$ cat src/hdl/eas_pkg.sv
package eas_pkg;
   localparam int unsigned DATA_W = 16;
   localparam int unsigned ADDR_W = 12;
   // Register map
   localparam logic [11:0] STATUS_ADDR = 12'h0f0;
   localparam logic [11:0] IRQ_STATUS_ADDR = 12'h0f8;
   localparam logic [11:0] IRQ_ENABLE_ADDR = 12'h0fa;
   localparam logic [11:0] IRQ_CLEAR_ADDR = 12'h0fc;
   // Field positions
   localparam int unsigned BIT_RSVD15 = 15;
   localparam int unsigned BIT_HW_EEE = 14;
   localparam int unsigned BIT_TX_LPI_SEEN = 13;
   localparam int unsigned BIT_TX_LPI_NOW = 12;
   localparam int unsigned BIT_RX_LPI_SEEN = 11;
   localparam int unsigned BIT_RX_LPI_NOW = 10;
   localparam int unsigned BIT_RSVD9 = 9;
   localparam int unsigned BIT_RSVD8 = 8;
   localparam int unsigned BIT_NP_LOC_ABLE = 6;
   localparam int unsigned BIT_NP_LOC = 5;
   localparam int unsigned BIT_PD_FAULT = 4;
   localparam int unsigned BIT_LP_NP_ABLE = 3;
   localparam int unsigned BIT_NP_ABLE = 2;
   localparam int unsigned BIT_PAGE_RX = 1;
   localparam int unsigned BIT_LP_AN_ABLE = 0;
   // Reset values
   localparam logic RSVD15_RST = 1'b1;
   localparam logic [1:0] RSVD98_RST = 2'h0;
   localparam logic NP_LOC_ABLE_VAL = 1'b1;
   localparam logic NP_LOC_VAL = 1'b1;
   localparam logic NP_ABLE_VAL = 1'b1;
   // Interrupt layout: one bit per sticky event
   localparam int unsigned IRQ_W = 4;
   localparam int unsigned IRQ_TX_LPI = 0;
   localparam int unsigned IRQ_RX_LPI = 1;
   localparam int unsigned IRQ_PD_FAULT = 2;
   localparam int unsigned IRQ_PAGE_RX = 3;
endpackage

$ cat src/hdl/eas_status_reg.sv
// Design decision made here: the address-and-strobe port.
`timescale 1ns/1ps
module eas_status_reg
(
   input wire logic clk,
   input wire logic reset,
   input wire logic [eas_pkg::ADDR_W-1:0] addr,
   input wire logic [eas_pkg::DATA_W-1:0] wdata,
   input wire logic wr,
   input wire logic rd,
   output logic [eas_pkg::DATA_W-1:0] rdata,
   output logic irq,
   input wire logic hw_eee_enabled,
   input wire logic tx_lpi,
   input wire logic rx_lpi,
   input wire logic pd_fault,
   input wire logic page_received,
   input wire logic lp_next_page_able,
   input wire logic lp_autoneg_able
);
   // Pin inputs pass two flops before use
   logic [6:0] sync1_reg;
   logic [6:0] sync2_reg;
   logic tx_seen_reg;
   logic rx_seen_reg;
   logic pd_fault_reg;
   logic page_rx_reg;
   logic rsvd15_reg;
   logic [1:0] rsvd98_reg;
   logic [eas_pkg::IRQ_W-1:0] irq_stat_reg;
   logic [eas_pkg::IRQ_W-1:0] irq_en_reg;
   logic [eas_pkg::DATA_W-1:0] rdata_reg;
   logic irq_reg;

   wire logic s_hw_eee = sync2_reg[0];
   wire logic s_tx_lpi = sync2_reg[1];
   wire logic s_rx_lpi = sync2_reg[2];
   wire logic s_pd_fault = sync2_reg[3];
   wire logic s_page_rx = sync2_reg[4];
   wire logic s_lp_np = sync2_reg[5];
   wire logic s_lp_an = sync2_reg[6];

   wire logic sel_status = addr == eas_pkg::STATUS_ADDR;
   wire logic sel_irq_stat = addr == eas_pkg::IRQ_STATUS_ADDR;
   wire logic sel_irq_en = addr == eas_pkg::IRQ_ENABLE_ADDR;
   wire logic sel_irq_clr = addr == eas_pkg::IRQ_CLEAR_ADDR;
   wire logic wr_status = wr && sel_status;
   wire logic rd_status = rd && sel_status;
   wire logic wr_irq_clr = wr && sel_irq_clr;

   // Set wins over a clear in the same cycle, so an event is never lost to a racing clear
   function automatic logic sticky_next(input logic set, input logic held, input logic clr);
      sticky_next = set | (held & ~clr);
   endfunction

   wire logic tx_clr = wr_status & wdata[eas_pkg::BIT_TX_LPI_SEEN];
   wire logic rx_clr = wr_status & wdata[eas_pkg::BIT_RX_LPI_SEEN];
   wire logic tx_seen_next = sticky_next(s_tx_lpi, tx_seen_reg, tx_clr);
   wire logic rx_seen_next = sticky_next(s_rx_lpi, rx_seen_reg, rx_clr);
   wire logic pd_fault_next = sticky_next(s_pd_fault, pd_fault_reg, rd_status);
   wire logic page_rx_next = sticky_next(s_page_rx, page_rx_reg, rd_status);

   wire logic [eas_pkg::IRQ_W-1:0] irq_ev;
   assign irq_ev[eas_pkg::IRQ_TX_LPI] = s_tx_lpi;
   assign irq_ev[eas_pkg::IRQ_RX_LPI] = s_rx_lpi;
   assign irq_ev[eas_pkg::IRQ_PD_FAULT] = s_pd_fault;
   assign irq_ev[eas_pkg::IRQ_PAGE_RX] = s_page_rx;
   wire logic [eas_pkg::IRQ_W-1:0] irq_clr = wr_irq_clr ? wdata[eas_pkg::IRQ_W-1:0] :
      {eas_pkg::IRQ_W{1'b0}};
   wire logic [eas_pkg::IRQ_W-1:0] irq_stat_next = irq_ev | (irq_stat_reg & ~irq_clr);

   logic [eas_pkg::DATA_W-1:0] status_word;
   always_comb
   begin
      status_word = '0; // Bit 7 and unlisted bits read zero
      status_word[eas_pkg::BIT_RSVD15] = rsvd15_reg;
      status_word[eas_pkg::BIT_HW_EEE] = s_hw_eee;
      status_word[eas_pkg::BIT_TX_LPI_SEEN] = tx_seen_reg;
      status_word[eas_pkg::BIT_TX_LPI_NOW] = s_tx_lpi;
      status_word[eas_pkg::BIT_RX_LPI_SEEN] = rx_seen_reg;
      status_word[eas_pkg::BIT_RX_LPI_NOW] = s_rx_lpi;
      status_word[eas_pkg::BIT_RSVD9] = rsvd98_reg[1];
      status_word[eas_pkg::BIT_RSVD8] = rsvd98_reg[0];
      status_word[eas_pkg::BIT_NP_LOC_ABLE] = eas_pkg::NP_LOC_ABLE_VAL;
      status_word[eas_pkg::BIT_NP_LOC] = eas_pkg::NP_LOC_VAL;
      status_word[eas_pkg::BIT_PD_FAULT] = pd_fault_reg;
      status_word[eas_pkg::BIT_LP_NP_ABLE] = s_lp_np;
      status_word[eas_pkg::BIT_NP_ABLE] = eas_pkg::NP_ABLE_VAL;
      status_word[eas_pkg::BIT_PAGE_RX] = page_rx_reg;
      status_word[eas_pkg::BIT_LP_AN_ABLE] = s_lp_an;
   end

   // Clear register reads zero; unmapped addresses read zero
   wire logic [eas_pkg::DATA_W-1:0] rdata_next =
      !rd ? {eas_pkg::DATA_W{1'b0}} :
      sel_status ? status_word :
      sel_irq_stat ? {{(eas_pkg::DATA_W-eas_pkg::IRQ_W){1'b0}}, irq_stat_reg} :
      sel_irq_en ? {{(eas_pkg::DATA_W-eas_pkg::IRQ_W){1'b0}}, irq_en_reg} :
      {eas_pkg::DATA_W{1'b0}};

   always_ff @(posedge clk)
   begin
      if (reset)
      begin
         sync1_reg <= 7'h00;
         sync2_reg <= 7'h00;
      end
      else
      begin
         sync1_reg <= {lp_autoneg_able, lp_next_page_able, page_received, pd_fault, rx_lpi,
            tx_lpi, hw_eee_enabled};
         sync2_reg <= sync1_reg;
      end
   end

   always_ff @(posedge clk)
   begin
      if (reset)
      begin
         tx_seen_reg <= 1'b0;
         rx_seen_reg <= 1'b0;
         pd_fault_reg <= 1'b0;
         page_rx_reg <= 1'b0;
         rsvd15_reg <= eas_pkg::RSVD15_RST;
         rsvd98_reg <= eas_pkg::RSVD98_RST;
      end
      else
      begin
         tx_seen_reg <= tx_seen_next;
         rx_seen_reg <= rx_seen_next;
         pd_fault_reg <= pd_fault_next;
         page_rx_reg <= page_rx_next;
         if (wr_status)
         begin
            rsvd15_reg <= wdata[eas_pkg::BIT_RSVD15];
            rsvd98_reg <= wdata[eas_pkg::BIT_RSVD9:eas_pkg::BIT_RSVD8];
         end
      end
   end

   always_ff @(posedge clk)
   begin
      if (reset)
      begin
         irq_stat_reg <= '0;
         irq_en_reg <= '0;
         rdata_reg <= '0;
         irq_reg <= 1'b0;
      end
      else
      begin
         irq_stat_reg <= irq_stat_next;
         if (wr && sel_irq_en)
            irq_en_reg <= wdata[eas_pkg::IRQ_W-1:0];
         rdata_reg <= rdata_next;
         irq_reg <= |(irq_stat_next & irq_en_reg);
      end
   end

   assign rdata = rdata_reg;
   assign irq = irq_reg;
endmodule

$ cat config.mk
export PLATFORM = sky130hd
export DESIGN_NAME = eas_status_reg
export DESIGN_NICKNAME = d
export VERILOG_FILES = /design/src/hdl/eas_pkg.sv /design/src/hdl/eas_status_reg.sv
export SDC_FILE = /design/constraint.sdc
export NUM_CORES = 1
export LEC_CHECK = 0
export CAP_MARGIN = 20
export CORE_MARGIN = 3
export CORE_UTILIZATION = 45
export CTS_CLUSTER_SIZE = 40
export DETAILED_ROUTE_END_ITERATION = 8
export DONT_BUFFER_PORTS = 1
export PLACE_DENSITY_LB_ADDON = 0.3
export SYNTH_ARGS = -nofsm -noshare
export SYNTH_HDL_FRONTEND = slang
export SYNTH_SLANG_ARGS = --single-unit
$ cat constraint.sdc
create_clock -name clk -period 2.7 [get_ports clk]
set_input_delay 0.27 -clock clk [delete_from_list [all_inputs] [get_ports clk]]
set_output_delay 0.27 -clock clk [all_outputs]
set_load 0.02 [all_outputs]
==> flow_summary.toml, run 1 <==
[setup_path]
r2r_end = "rdata[10]"
r2r_cells = 3
cp.arrival_ns = 1.94
path_max_fanout = 7
r2r_start = "sync2_reg[2]"
endpoint_kind = "flip-flop"
crit_required_ns = 2.99
crit_start = "addr[9]"
start_kind = "input pin"
path_class = "input pin to flip-flop"
r2r_slack_ns = 1.32

[timing]
fin_tns_setup_ns = 0
drv_slew = 0
finalSetupViolCount = 0
final_hold_viol_count = 0
skew_ns = 0.00880
rsz0062_at_grt = "no"
fin_ws_ns = 1.05
max_freq_mhz = 605
fin_crit_sh = 0.612
finalCriticalPeriod_ns = 1.65

[synth]
synth_area_um2 = 1590
ys_types = 27
synth_edf_count = 0
syn_inst = 164
ys_top_cells_by_count = "dfxtp_1, nor2_1, nor2b_1, nand2_1, a21oi_1"
synth_top_area_cell = "dfxtp_1"
ys_seq_elements = 44
yosys_warnings = 0
async_reset_ff_frac = 0
synthFlopType = "dfxtp_1"
yosysSeqAreaShare = 0.553
syn-num-nets = 203
synth_most_common_cell = "dfxtp_1"
yosys-top-cells-area = "dfxtp_1, nor2b_1, nor2_1"
synth_top_area_frac = 0.553
syn_area_per_cell_um2 = 9.70

[floorplanning]
die_h_um = 65.5
io_pins = 56
die-area_um2 = 4290
fp.dieW_um = 65.5
std_cell_rows = 20
core_um2 = 3200
start_util = 0.497

[drt]
viasPerCell = 5.29
dr.pass1.iters = 4
wl_per_cell_um = 14.2
drc = 0
vias = 1132
route.antenna.remaining_nets = 0
wl_mm = 3.03
drt_iter0_markers = 85

[cells_and_area]
drive_gt1_frac = 0.0941
syn2layout_area_growth_pct = 12.2
ff_latch_area_um2 = 881
fin_nets = 209
largest_reg_flops = 14
fillCellCount = 315
multi_input_area_um2 = 658
antenna_cells = 0

[clocking]
clk_root_buffer_cell = "clkbuf_4"
cts_tree = "yes"
clockBufferDepth = 2
clk_pin_slew_ns = 0.11
cts_sinks = 44
clkLatencyLatePin_ns = 0.34
h-tree-depth = 2
numCtsBuffers = 5

[global_route]
grt_pass1_vias = 1091
antenna_found_initial = 0
track_usage = 0.156
grt_pass1_wl_mm = 4.93
overflow = 0
grt_max_degree = 30

[placed_design]
io_buffer_count = 0
hpwl_mm = 2.12
gp_congestion = 0.818
dpl_worst_slack_ns = 0.874

[outcome]
status = "complete, no violations"

[hold_path]
hp-class = "input pin to flip-flop"
whs_path_depth = 1
min_from = "lp_next_page_able"
min_to = "sync1_reg[5]"

[job]
cap_violations = 0

[pwr]
p_leak_nw = 0.657
powerDensity_nw_per_um2 = 669
ir_worst_vdd_mv = 0.378
## report_power, final
part | total, mW | internal [mW] | switching (mW)
clock | 0.473 | 0.284 | 0.189
sequential | 0.672 | 0.665 | 0.00745
combinational | 0.0496 | 0.0230 | 0.0266
## timing repair
| item | in CTS | in global routing |
|---|---|---|
| setup buffers | 0 | 0 |
| hold endpoints to repair | 32 | 1 |
| hold buffers | 4 | 1 |
| gates resized for setup | 0 | 0 |
## critical path, stage by stage
cell	delay, ns
or4b_4	0.60
nor3_2	0.15
nand2_2	0.16
nor4_1	0.20
dlygate4sd3_1	0.57
## layer usage
layer,share of wire,track usage
met5,0,0
met4,0.025,0.0777
met3,0.10,0.0684
met2,0.46,0.258
met1,0.42,0.168
## area by class of cell
class                   instances  share of cell area
multi-input cells             108               0.369
flip-flops and latches         44               0.493
inverters                       5              0.0105
repair buffers                  6              0.0420
clock inverters                 2              0.0336
clock buffers                   5              0.0210
well taps                      44              0.0308
## how the worst max path moves through the flow
| stage | slack, ns | end |
|---|---|---|
| after floorplan | 1.05 | irq |
| after global placement | 0.89 | irq |
| after detailed placement | 0.87 | irq |
| after CTS | 1.08 | rdata[10] |
| after global routing | 1.00 | rdata[10] |
| final | 1.05 | rdata[10] |
## logic make-up after synthesis
family / after synthesis / synth area share
and+or+nand+nor: 78 / 0.297
DFF: 44 / 0.553
AOI/OAI and AO/OA: 23 / 0.0763
buffers and inverters: 12 / 0.0330
muxes: 6 / 0.0377
other: 1 / 0.00236
## placed cells by master, fill, tap and decap left out
cell type / synthesis / final
nand2b_1: 3 / 3
nand2_1: 13 / 13
nor2_1: 21 / 21
nor4_4: 3 / 3
nand3_1: 2 / 2
clkbuf_16: 0 / 1
dfxtp_1: 44 / 44
nor3b_1: 1 / 1
nor3_2: 1 / 1
clkbuf_4: 0 / 5
nor2b_1: 14 / 14
mux2i_1: 6 / 6
a21oi_1: 11 / 11
bufinv_16: 0 / 2
and2_1: 7 / 7
or4b_4: 1 / 1
nor3_1: 3 / 3
nand4b_1: 2 / 2
or4b_1: 1 / 1
conb_1: 1 / 1
nand2_2: 1 / 1
o21ai_0: 7 / 7
nor3_4: 1 / 1
inv_1: 5 / 5
or2_2: 1 / 1
nor4_1: 3 / 3
dlygate4sd3_1: 0 / 5
a31oi_1: 5 / 5
## stage by stage
step	power [mW]	hold slack [ns]	util	instance area, um2	std cells
6_report	1.19	0.0483	0.557	1790	214
5_1_grt	1.25	0.0199	0.557	1790	214
4_1_cts	1.21	0.0111	0.546	1750	212
3_5_place_dp	0.720	0.346	0.504	1610	201
3_3_place_gp	0.718	0.343	0.504	1610	201
2_1_floorplan	0.725	0.398	-	1590	164
Note: power is estimated with default switching activity, not from simulation.
==> run 2, diff against run 1 <==
--- a/config.mk
+++ b/config.mk
@@ -5,6 +5,7 @@
 export SDC_FILE = /design/constraint.sdc
 export NUM_CORES = 1
 export LEC_CHECK = 0
+export ABC_AREA = 1
 export CAP_MARGIN = 20
 export CORE_MARGIN = 3
 export CORE_UTILIZATION = 45
==> constraint.sdc (replaced) <==
create_clock -name clk -period 1.7 [get_ports clk]
set_input_delay 0.17 -clock clk [delete_from_list [all_inputs] [get_ports clk]]
set_output_delay 0.17 -clock clk [all_outputs]
set_load 0.02 [all_outputs]
==> flow_summary.toml, run 2 <==
[clocking]
numCtsBuffers = 5
cts_sinks = 44
clkLatencyLatePin_ns = 0.34
cts_resized = 0
clk_root_buffer_cell = "clkbuf_4"
clk_pin_slew_ns = 0.12
holdBufCountCts = 11
h-tree-depth = 2
clockBufferDepth = 2
cts_tree = "yes"
postCtsSetupRepairBufs = 0

[global_route]
grt_pass1_vias = 1085
grt_use_met3 = 0.0530
track_usage = 0.139
use_met2 = 0.236
overflow = 0
grt_max_degree = 26
busiest_layer = "met2"
grt_pass1_wl_mm = 4.48
globalRouteMet1Util = 0.153
antenna_found_initial = 0

[setup_path]
path_class = "input pin to flip-flop"
crit_chain = "dlygate4sd3_1 -> nor2_1 -> o211ai_1 -> inv_1"
path_max_fanout = 25
start_kind = "input pin"
crit_required_ns = 1.95
cp.arrival_ns = 1.71
crit_path_max_incr_delay_ns = 1.12
crit_path_top_delay_cell = "dlygate4sd3_1"
endpoint_kind = "flip-flop"

[synth]
synthFlopType = "dfxtp_1"
syn_inst = 197
ys_seq_elements = 44
yosys-top-cells-area = "dfxtp_1, inv_1, nor2_1"
synth_xor_area_frac = 0
synth_top_area_frac = 0.555
synth_fa_ha_area_frac = 0
synth_top_area_cell = "dfxtp_1"
synthMuxAreaShare = 0
syn_area_per_cell_um2 = 8.05
async_reset_ff_frac = 0
synth_area_um2 = 1590
synth-simple-area-share = 0.238
synth_top_family_by_area = "simple AND/OR/NAND/NOR gates"
syn-num-nets = 236
yosys_warnings = 0
synth_edf_count = 0
synth_most_common_cell = "dfxtp_1"
yosysSeqAreaShare = 0.555
ys_types = 18
ys_top_cells_by_count = "dfxtp_1, inv_1, nor2_1, nand2_1, nand3_1"
synth_compound_area_frac = 0.0883

[timing]
skew_ns = 0.0121
max_freq_mhz = 684
drv_slew = 0
rsz0062_at_grt = "no"
fin_crit_sh = 0.860
fin_tns_setup_ns = 0
finalCriticalPeriod_ns = 1.46
finalSetupViolCount = 0
final_hold_viol_count = 0
worst_pin_slew_ns = 0.890
max-slew-margin-rel = 0.405

[cells_and_area]
syn2layout_area_growth_pct = 11.4
final_common_cell = "dfxtp_1"
fin_util = 0.552
fin_nets = 248
drive_gt1_frac = 0.0718
final_cell_mix = "dfxtp_1, inv_1, nor2_1"
largest_reg_flops = 14
antenna_cells = 0

[placed_design]
gp_congestion = 0.761
io_buffer_count = 0
hpwl_mm = 2.09

[floorplanning]
start_util = 0.495
die-area_um2 = 4270
std_cell_rows = 20
fp.dieW_um = 65.4
core_um2 = 3200
die_h_um = 65.4
io_pins = 56

[hold_path]
hp-class = "input pin to flip-flop"

[pwr]
powerDensity_nw_per_um2 = 911
ir_worst_vdd_mv = 0.419
p_leak_nw = 0.782

[drt]
drt_iter0_markers = 33
wl_per_cell_um = 11.1
dr.pass1.iters = 5
wl_mm = 2.82
drc = 0
viasPerCell = 4.62
route.antenna.remaining_nets = 0
vias = 1169

[outcome]
status = "complete, no violations"

[job]
cap_violations = 0
-- run 2: cell types whose count changed after synthesis, moves of 4 or more --
| cell | before | now |
|---|---|---|
| mux2i_1 | 6 | 0 |
| a31oi_1 | 5 | 0 |
| nand3_1 | 2 | 18 |
| nor2b_1 | 14 | 0 |
| o211ai_1 | 0 | 4 |
| nand2_1 | 13 | 25 |
| inv_1 | 5 | 39 |
| nor2_1 | 21 | 30 |
| and2_1 | 7 | 0 |
-- run 2: report_power, final --
| part | total, mW | switching, mW | leakage, nW | internal [mW] |
|---|---|---|---|---|
| registers | 1.07 | 0.00925 | 0.359 | 1.06 |
| clock network | 0.458 | 0.307 | 0.0271 | 0.151 |
| logic | 0.0867 | 0.0480 | 0.397 | 0.0387 |
| total | 1.61 | 0.364 | 0.782 | 1.25 |
-- run 2: per-stage QoR --
step           instances  hold WS (ns)  setup WS [ns]  total power, mW  instance area, um2
2_1_floorplan        197         0.277          0.537             1.15                1590
3_3_place_gp         235         0.242          0.370             1.14                1610
3_5_place_dp         235         0.245          0.364             1.15                1610
4_1_cts              253       0.00344          0.234             1.63                1770
5_1_grt              253       0.00358          0.114             1.69                1770
6_report             253        0.0120          0.239             1.61                1770
-- run 2: final timing paths --
check / cells after the start / end / slack (ns) / from
worst min-delay path: 2 / irq_en_reg[3] / 0.01 / wdata[3]
worst min register to register: 2 / sync2_reg[4] / 0.41 / sync1_reg[4]
worst max-delay path: 4 / rdata[0] / 0.24 / reset
worst max register to register: 6 / irq / 0.79 / irq_stat_reg[3]
-- run 2: critical path, delay by kind of cell --
kind                   cells  cell delay (ns)
and+or+nand+nor            1             0.21
AOI/OAI and AO/OA          1             0.15
buffers and inverters      2             1.18
-- run 2: cell type report --
type                    instances  area [um2]
clock buffers                   5        37.5
flip-flops and latches         44         881
well taps                      44        55.1
repair buffers                 11         110
multi-input cells             107         522
fillers                       315        1440
inverters                      40         150
clock inverters                 2        12.5
-- run 2: cell families after synthesis --
| logic type | Yosys count |
|---|---|
| buf+inv | 46 |
| compound gates | 26 |
| other cells | 1 |
| simple gates | 80 |
| flops | 44 |
-- run 2: layer usage --
metal	share of wire	routed length, um
met2	0.47	1340
met3	0.064	180
met1	0.44	1250
met4	0.017	48
met5	0	0
